**config.mk**
```make
export PLATFORM = sky130hd
export DESIGN_NAME = poeb_top
export DESIGN_NICKNAME = d
export VERILOG_FILES = /design/src/rtl/poeb_pkg.sv /design/src/rtl/poeb_top.sv
export SDC_FILE = /design/constraint.sdc
export NUM_CORES = 1
export LEC_CHECK = 0
export BUFFER_PORTS_ARGS = -buffer_cell sky130_fd_sc_hd__clkbuf_2
export CAP_MARGIN = 20
export CORE_ASPECT_RATIO = 0.7
export CORE_UTILIZATION = 39
export CTS_CLUSTER_DIAMETER = 40
export CTS_CLUSTER_SIZE = 28
export DETAILED_ROUTE_END_ITERATION = 8
export HOLD_SLACK_MARGIN = 0.12
export MAX_ROUTING_LAYER = met4
export PLACE_DENSITY = 0.72
export SETUP_SLACK_MARGIN = 0.1
export SYNTH_ARGS = -nofsm -noshare
export SYNTH_HDL_FRONTEND = slang
export SYNTH_SLANG_ARGS = --single-unit
```
**constraint.sdc**
```tcl
create_clock -name CLK -period 2.1 [get_ports CLK]
set_input_delay 0.42 -clock CLK [delete_from_list [all_inputs] [get_ports CLK]]
set_output_delay 0.42 -clock CLK [all_outputs]
set_load 0.01 [all_outputs]
```
**src/rtl/poeb_pkg.sv**
```systemverilog
/*
 * poeb_pkg: register indices, field positions, reset values and the state
 * record of the pin output-enable bank.
 * Assumes a 32-bit APB with 12-bit byte addresses; index = byte address / 4.
 */
package poeb_pkg;

    localparam int unsigned ADDR_W   = 12;
    localparam int unsigned IDX_W    = 10;
    localparam int unsigned PINS     = 8;

    // register indices, byte address is four times the index
    localparam logic [IDX_W-1:0] IDX_PIN_DATA   = 10'h040;
    localparam logic [IDX_W-1:0] IDX_PIN_FUNC   = 10'h041;
    localparam logic [IDX_W-1:0] IDX_NODE_CFG   = 10'h042;
    localparam logic [IDX_W-1:0] IDX_DRIVE_STAT = 10'h043;
    localparam logic [IDX_W-1:0] IDX_PIN_LEVEL  = 10'h044;
    localparam logic [IDX_W-1:0] IDX_DATA_CLR   = 10'h04C;
    localparam logic [IDX_W-1:0] IDX_OUT_EN     = 10'h04D;

    // node configuration field
    localparam int unsigned NODE_MAIN_BIT = 0;

    // pin positions of the shared functions
    localparam int unsigned PIN_DEDICATED = 7;
    localparam int unsigned PIN_RX1       = 6;
    localparam int unsigned PIN_RX0       = 5;
    localparam int unsigned PIN_TX1       = 4;
    localparam int unsigned PIN_TX0       = 3;
    localparam int unsigned PIN_ADDRESS_STRAP_2_PIN      = 2;
    localparam int unsigned PIN_ADDRESS_STRAP_1_PIN      = 1;
    localparam int unsigned PIN_IRQ       = 0;

    // values after reset
    localparam logic [PINS-1:0] RST_OUT_EN   = 8'h00;
    localparam logic [PINS-1:0] RST_PIN_DATA = 8'h00;
    localparam logic [PINS-1:0] RST_PIN_FUNC = 8'h00;
    localparam logic            RST_MAIN     = 1'b0;

    typedef struct packed {
        logic [PINS-1:0] out_en;
        logic [PINS-1:0] data;
        logic [PINS-1:0] func;
        logic            main_node;
        logic [31:0]     rdata;
        logic            slverr;
    } poeb_state_t;

endpackage

```
**src/rtl/poeb_top.sv**
```systemverilog
/*
 * poeb_top: output-enable bank for eight general-purpose pins, with pin data,
 * write-1-to-clear data, function select and node role, behind an APB slave.
 * Assumes APB inputs synchronous to CLK and pin levels already synchronised.
 */
`timescale 1ns/1ps

// How it works
// RQ1 - eight-bit read/write enable register, bit per pin
// RQ2 - enable one drives pin, zero leaves it off
// RQ3 - enable acts only in general-purpose mode
// RQ4 - bits six to one map shared pins
// RQ5 - main node ignores bit zero for pin drive only; out_en bit 0 is still stored and read back
// RQ6 - only subordinate drives data on pin zero
// RQ7 - driven level from data bit, clear W1C
// RQ8 - all enables zero after reset
module poeb_top (
    input  wire logic                          CLK,
    input  wire logic                          SYS_RST,
    input  wire logic                          PSEL,
    input  wire logic                          PENABLE,
    input  wire logic                          PWRITE,
    input  wire logic [poeb_pkg::ADDR_W-1:0]   PADDR,
    input  wire logic [31:0]                   PWDATA,
    input  wire logic [3:0]                    PSTRB,
    output logic      [31:0]                   PRDATA,
    output logic                               PREADY,
    output logic                               PSLVERR,
    input  wire logic [poeb_pkg::PINS-1:0]     ALT_OUT,
    input  wire logic [poeb_pkg::PINS-1:0]     ALT_OE_N,
    input  wire logic [poeb_pkg::PINS-1:0]     PIN_I,
    output logic      [poeb_pkg::PINS-1:0]     PIN_O,
    output logic      [poeb_pkg::PINS-1:0]     PIN_OE_N
);

    poeb_pkg::poeb_state_t s_q;
    poeb_pkg::poeb_state_t s_d;

    logic [poeb_pkg::IDX_W-1:0] idx;
    logic                       aligned;
    logic                       mapped;
    logic                       setup;
    logic                       wr;
    logic [poeb_pkg::PINS-1:0]  gpio_drive;
    logic [poeb_pkg::PINS-1:0]  node_ok;
    logic [31:0]                rd_mux;

    assign idx     = PADDR[poeb_pkg::ADDR_W-1:2];
    assign aligned = (PADDR[1:0] == 2'h0);
    assign setup   = PSEL & ~PENABLE;
    // zero wait states, so every access phase completes
    assign wr      = PSEL & PENABLE & PWRITE & ~s_q.slverr & PSTRB[0];

    always_comb begin
        mapped = 1'b1;
        rd_mux = 32'h0000_0000;
        case (idx)
            poeb_pkg::IDX_OUT_EN:     rd_mux[7:0] = s_q.out_en; // RQ1
            poeb_pkg::IDX_PIN_DATA:   rd_mux[7:0] = s_q.data;
            poeb_pkg::IDX_DATA_CLR:   rd_mux[7:0] = s_q.data;
            poeb_pkg::IDX_PIN_FUNC:   rd_mux[7:0] = s_q.func;
            poeb_pkg::IDX_NODE_CFG:   rd_mux[poeb_pkg::NODE_MAIN_BIT] = s_q.main_node;
            poeb_pkg::IDX_DRIVE_STAT: rd_mux[7:0] = ~PIN_OE_N;
            poeb_pkg::IDX_PIN_LEVEL:  rd_mux[7:0] = PIN_I;
            default:                  mapped = 1'b0;
        endcase
        if (!aligned) begin
            mapped = 1'b0;
            rd_mux = 32'h0000_0000;
        end
    end

    always_comb begin
        s_d = s_q;
        // read data and error are latched in the setup cycle so the
        // access phase presents flop outputs without a wait state
        if (setup) begin
            s_d.rdata  = PWRITE ? 32'h0000_0000 : rd_mux;
            s_d.slverr = ~mapped;
        end
        if (wr) begin
            case (idx)
                poeb_pkg::IDX_OUT_EN:   s_d.out_en = PWDATA[7:0]; // RQ1
                poeb_pkg::IDX_PIN_DATA: s_d.data = PWDATA[7:0];
                poeb_pkg::IDX_DATA_CLR: s_d.data = s_q.data & ~PWDATA[7:0]; // RQ7
                poeb_pkg::IDX_PIN_FUNC: s_d.func = PWDATA[7:0];
                poeb_pkg::IDX_NODE_CFG: s_d.main_node = PWDATA[poeb_pkg::NODE_MAIN_BIT];
                default:                s_d.data = s_q.data;
            endcase
        end
    end

    always_ff @(posedge CLK) begin
        if (SYS_RST) begin
            s_q.out_en    <= poeb_pkg::RST_OUT_EN; // RQ8
            s_q.data      <= poeb_pkg::RST_PIN_DATA;
            s_q.func      <= poeb_pkg::RST_PIN_FUNC;
            s_q.main_node <= poeb_pkg::RST_MAIN;
            s_q.rdata     <= 32'h0000_0000;
            s_q.slverr    <= 1'b0;
        end else begin
            s_q <= s_d;
        end
    end

    assign PRDATA  = s_q.rdata;
    assign PREADY  = 1'b1;
    assign PSLVERR = s_q.slverr;

    // the irq pin's gpio drive is blocked in a main node; other pins ignore the role
    always_comb begin
        node_ok = {poeb_pkg::PINS{1'b1}};
        node_ok[poeb_pkg::PIN_IRQ] = ~s_q.main_node; // RQ5 RQ6
    end

    // func bit 1 hands the pin to its shared function (rx, tx, strap, irq)
    genvar n;
    generate
        for (n = 0; n < poeb_pkg::PINS; n++) begin : g_pin
            assign gpio_drive[n] = s_q.out_en[n] & node_ok[n]; // RQ2 RQ4
            assign PIN_OE_N[n]   = s_q.func[n] ? ALT_OE_N[n] : ~gpio_drive[n]; // RQ3
            assign PIN_O[n]      = s_q.func[n] ? ALT_OUT[n] : s_q.data[n]; // RQ7

        end
    endgenerate

    logic wr_oen;
    logic wr_clr;
    assign wr_oen = wr & (idx == poeb_pkg::IDX_OUT_EN);
    assign wr_clr = wr & (idx == poeb_pkg::IDX_DATA_CLR);
endmodule

```
==> qor.csv, run 1 <==
stage,metric,value,unit
cells_and_area,postLayoutCoreUtil,0.478,
global_route,grt.total_usage,0.237,
pwr,p_leak,0.00109,uW
die,pin_count,127,
pwr,power_density,497,nW/um2
global_route,grt_use_met2,0.348,
global_route,grt_pass1_vias,2106,
critical_path,r2r-start,PSLVERR,
logic_synthesis,netlist_instances,283,
critical_path,crit_path_end_kind,output pin,
logic_synthesis,yosys.area_share.simple,0.239,
placed_design,portBuffers,74,
placed_design,place_ws,0.193,ns
critical_path,endpoint,PIN_O[3],
cells_and_area,seq_area,681,um2
clock_tree,h-tree-depth,2,
logic_synthesis,synth-compound-area-share,0.268,
hold_path,worstHoldStart,PWDATA[1],
clock_tree,cts_tree,built,
pwr,peakVddDrop,0.187,mV
global_route,use_met3,0.0437,
pwr,clkPwrFrac,0.387,
route,drtPass1Iterations,5,
pwr,p_comb_frac,0.138,
clock_tree,cts_setup_buffers,0,
critical_path,cp.required,1.68,ns
clock_tree,cts.clk_slew.worst_paths,0.07,ns
timing,setup_ws,0.451,ns
critical_path,critPathArrivalTime,1.23,ns
timing,tightest_slew,0.519,ns
logic_synthesis,synth_flop_cell,dfxtp_1,
clock_tree,numCtsBuffers,5,
placed_design,place_area,2640,um2
global_route,busiest_layer,met2,
cells_and_area,areaGrowthSynthToFinish,18.4,%
placed_design,dp_hpwl,5.15,mm
logic_synthesis,syn-cell-area,2310,um2
die,initial_core_util,0.403,
die,placementRows,23,
die,fp.dieH,66.4,um
logic_synthesis,yosys.area_share.xor_xnor,0.00704,
critical_path,startpoint_type,flip-flop,
cells_and_area,drive_gt1_frac,0.329,
route,final_antenna_net_count,0,
global_route,grt_start_max_net_pins,18,
cells_and_area,multiInputGateArea,1370,um2
logic_synthesis,synthAdderAreaFrac,0,
clock_tree,clock_latency,0.29,ns
logic_synthesis,synth_cell_types,49,
die,fp.coreArea,5730,um2
hold_path,holdCritPathClass,input pin to flip-flop,
route,drc_errors,0,
timing,hold_viol_final,0,
global_route,grt.overflow.total,0,
timing,slew_headroom,0.653,
logic_synthesis,seq_area_frac_synth,0.295,
cells_and_area,finalInstanceArea,2740,um2
logic_synthesis,ys_seq_elements,34,
clock_tree,clockBufferDepth,2,
pwr,p_int,977,uW
route,routed_wl,6.97,mm
critical_path,crit_path_max_fanout,6,
critical_path,r2r_slack,0.51,ns
timing,rsz0062_at_grt,false,
timing,skew,0.00560,ns
global_route,grt_first_pass_wirelength,10.7,mm
logic_synthesis,synth-edff-count,0,
timing,tns,0,ns
cells_and_area,finalNetCount,429,
timing,fin_crit,1.65,ns
die,dieArea,6240,um2
critical_path,worstReg2RegEnd,s_q[49],
hold_path,hold_path_depth,2,
clock_tree,clock_sinks,34,
timing,drv_slew,0,
critical_path,worstSetupStartpoint,s_q[37],
pwr,switching_power,382,uW
logic_synthesis,synth_warnings,0,
placed_design,routabilityCongestion,0.830,
cells_and_area,nFillCells,579,
run,cap_violations,0,
route,wl_per_cell,16.3,um
pwr,p_sw_frac,0.281,
logic_synthesis,synth_mux_area_frac,0.0390,
logic_synthesis,syn_area_per_cell,8.16,um2
global_route,antenna_found_initial,0,
timing,setup_viol,0,
timing,fmax,0.607,GHz
critical_path,path_class,flip-flop to output pin,
critical_path,reg2reg_depth,4,
logic_synthesis,synth_top_family_by_area,compound AO/OA/AOI/OAI gates,
route,viasPerCell,5.74,
clock_tree,cts_resized,0,
run_status,status,"complete, no violations",
global_route,met1_usage,0.330,
pwr,p_seq_frac,0.475,
clock_tree,ctsHoldBuffers,0,
clock_tree,clock-root-buffer,clkbuf_8,
die,die_w,94.0,um
logic_synthesis,async_reset_ff_frac,0,
route,drt_iter0_markers,206,
pwr,power,1360,uW
timing,period_share,0.785,
cells_and_area,n_antenna_cell,0,
route,via_count,2457,
-- metal layers --
layer	wire, um	share of wire
met4	61	0.0088
met2	3030	0.43
met5	0	0
met1	3170	0.45
met3	712	0.10
-- state kept, by name, summed over array words and instances, names as in the netlist --
register    cells
PRDATA          8
PSLVERR         1
gpio_drive      7
s_q            18
-- cell families (layout without fill, tap and decap cells) --
| kind of cell | after synthesis | in the layout |
|---|---|---|
| AO/OA/AOI/OAI | 93 | 93 |
| XOR/XNOR | 1 | 1 |
| buffers and inverters | 53 | 100 |
| flip-flops | 34 | 34 |
| multiplexers | 8 | 8 |
| other | 2 | 25 |
| AND/OR/NAND/NOR | 92 | 92 |
-- cell usage after synthesis, types with 7 or more instances --
cell type,count,share of area
mux2_2,8,0.039
clkbuf_1,8,0.013
nor3b_1,8,0.026
a21oi_1,18,0.039
dfxtp_1,34,0.29
a32o_1,9,0.039
o211ai_1,9,0.029
and3_1,7,0.019
nand2_1,15,0.024
o21ai_0,30,0.065
nand3_1,30,0.065
buf_4,35,0.11
-- worst min-delay path by stage --
stage,end
after global routing,s_q[45]
after CTS,s_q[43]
after detailed placement,PRDATA[7]
after global placement,PRDATA[1]
final,s_q[43]
after floorplan,PRDATA[1]
-- through the flow --
step / instances / hold WS [ns]
final: 428 / 0.391
after global routing: 428 / 0.411
after CTS: 428 / 0.387
after detailed placement: 420 / 0.440
after global placement: 420 / 0.436
after floorplan: 306 / 0.426
-- layout by cell type, fill, tap and decap left out, types with 6 or more instances in the layout --
| cell | instances |
|---|---|
| conb_1 | 25 |
| clkbuf_8 | 6 |
| o211ai_1 | 9 |
| dfxtp_1 | 34 |
| nand3_1 | 30 |
| buf_4 | 15 |
| a32o_1 | 9 |
| nand2_1 | 15 |
| o21ai_0 | 30 |
| and3_1 | 7 |
| nor3b_1 | 8 |
| a21oi_1 | 18 |
| mux2_2 | 8 |
| clkbuf_2 | 74 |
-- worst max-delay path, stage by stage (launching register included) --
cell      delay (ns)
dfxtp_1         0.45
mux2_2          0.36
clkbuf_2        0.13
-- power groups by stage --
stage               Combinational [uW]  Sequential (uW)  Clock, uW
finish                             187              646        526
global route                       205              646        560
global placement                   180              661          0
detailed placement                 182              661          0
floorplan                          125              662          0
CTS                                184              646        528
-- cell type report --
class                   instances  area share
flip-flops and latches         34       0.249
repair buffers                 89       0.177
clock buffers                   6      0.0302
well taps                      75      0.0343
clock inverters                 2     0.00457
multi-input cells             219       0.501
inverters                       3     0.00412
No activity file was read; power rests on OpenSTA's default activity.
==> run 2, diff against run 1 <==
- PLACE_DENSITY: 0.72 -> 0.74
- clock period: 2.1 -> 1.38 ns (I/O delays scaled with it)
==> run 2 against run 1 <==
The run now ends with setup timing left. Register-to-register slack worse by 0.57 ns. Clock-buffer cell count stayed put. Non-clock buffer count is 41 higher. Cell count is 9.6% higher. Hold slack worse by 0.13 ns. Clock skew is 0.00085 ns lower. Final area is 31% higher. Highest routed layer unchanged.
==> qor.csv, run 2 (synthesized netlist as in run 1, its figures left out) <==
stage,metric,value,unit
cells_and_area,final_cell_mix,"clkbuf_2, buf_4, conb_1, dfxtp_1, nand3_1",
route,drc_errors,0,
die,dieArea,6240,um2
pwr,peakVddDrop,0.425,mV
die,die_w,94.0,um
timing,hold_viol_final,0,
critical_path,critical_path.max_stage_delay,0.32,ns
cells_and_area,postLayoutCoreUtil,0.625,
clock_tree,numCtsBuffers,5,
clock_tree,clock_sinks,34,
global_route,grt.total_usage,0.257,
critical_path,crit_path_max_fanout,8,
timing,fin_crit,1.44,ns
timing,period_share,1.04,
run_status,violations,setup timing,
pwr,power_density,708,nW/um2
timing,drv_slew,0,
global_route,grt.overflow.total,0,
placed_design,place_ws,-0.317,ns
placed_design,routabilityCongestion,0.886,
route,final_antenna_net_count,0,
route,drtPass1Iterations,5,
route,viasPerCell,5.69,
clock_tree,clock-root-buffer,clkbuf_8,
clock_tree,clockBufferDepth,2,
placed_design,dp_hpwl,5.34,mm
critical_path,critPathArrivalTime,1.63,ns
die,initial_core_util,0.403,
critical_path,cp_cell_sequence,and3b_2 -> and4_4 -> a31oi_4 -> a32o_1,
cells_and_area,n_antenna_cell,0,
pwr,p_leak,0.00145,uW
die,placementRows,23,
cells_and_area,largest_register_ffs,18,
route,via_count,2667,
cells_and_area,final_cells,469,
critical_path,crit_path_end_kind,flip-flop,
timing,setup_viol,17,
global_route,grt_pass1_vias,2362,
critical_path,cp.required,1.58,ns
hold_path,holdCritPathClass,input pin to flip-flop,
run,cap_violations,0,
cells_and_area,nFillCells,497,
clock_tree,cts.clk_slew.worst_paths,0.08,ns
route,wl_per_cell,17.8,um
global_route,grt_start_max_net_pins,12,
timing,fmax,0.697,GHz
run_status,status,finished with violations,
cells_and_area,drive_gt1_frac,0.581,
cells_and_area,regMostFlops,s_q,
die,fp.dieH,66.4,um
pwr,power,2540,uW
timing,skew,0.00475,ns
critical_path,startpoint_type,flip-flop,
clock_tree,clock_latency,0.30,ns
timing,holdWs,0.256,ns
global_route,antenna_found_initial,0,
die,pin_count,127,
clock_tree,cts_tree,built,
route,routed_wl,8.33,mm
cells_and_area,areaGrowthSynthToFinish,55.0,%
timing,rsz0062_at_grt,true,
timing,setup_ws,-0.0552,ns
global_route,grt_first_pass_wirelength,11.8,mm
route,drt_iter0_markers,195,
die,fp.coreArea,5730,um2
cells_and_area,finalNetCount,470,
clock_tree,h-tree-depth,2,
placed_design,portBuffers,74,
critical_path,path_class,flip-flop to flip-flop,
critical_path,slowest_stage,dfxtp_2,
cells_and_area,final_common_cell,clkbuf_2,
placed_design,dp_cells,445,
run 2: cell count changes in the layout (fill, tap and decap cells not counted), sizes merged:
| cell | change |
|---|---|
| clkinvlp | -1 |
| buf | +54 |
| bufinv | +2 |
| clkbuf | -13 |
| clkinv | -1 |
run 2: worst paths after layout:
kind	depth (start not counted)	endpoint	slack, ns	startpoint
worst max register to register	4	s_q[46]	-0.06	PSLVERR
worst max-delay path	4	s_q[46]	-0.06	PSLVERR
worst min-delay path	3	s_q[36]	0.26	PWDATA[2]
worst min register to register	2	PRDATA[1]	0.46	PRDATA[1]
run 2: metrics by stage:
step                cell area, um2  setup TNS, ns
detailed placement            2860          -7.59
global placement              2860          -7.26
global route                  3580          -1.07
finish                        3580         -0.579
CTS                           3290         -0.253
floorplan                     2440          -1.52
run 2: critical path: cells and delay by family, from the launching register on:
kind | cells | cell delay (ns)
AND/OR/NAND/NOR | 2 | 0.55
flip-flops | 1 | 0.32
AO/OA/AOI/OAI | 2 | 0.46
run 2: final cells by class:
type                    instances  area (um2)  area share
multi-input cells             219        1710       0.477
repair buffers                130         908       0.254
flip-flops and latches         34         717       0.200
well taps                      75        93.8      0.0262
clock buffers                   6        82.6      0.0231
clock inverters                 2        60.1      0.0168
inverters                       3        11.3     0.00315
run 2: where the power goes:
part	internal, uW	total [uW]	switching [uW]	leakage, uW
Combinational	153	371	218	0.00110
Clock	771	1200	427	0.0000714
Sequential	965	965	0.923	0.000282
run 2: routing by layer:
layer | part of all wire | GRT usage | up-vias
met5 | 0 | - | -
met4 | 0.017 | 0.0654 | 0
met3 | 0.072 | 0.0402 | 20
met2 | 0.47 | 0.406 | 120
met1 | 0.44 | 0.343 | 1296
li1 | - | - | 1231
run 2: repair_timing:
| action | CTS | global route |
|---|---|---|
| hold buffers | 0 | 0 |
| gates cloned | 0 | 1 |
| endpoints found under the setup margin | 47 | 48 |
| pin swaps | 8 | 39 |
| buffers inserted | 14 | 1 |
| resized for setup | 63 | 86 |
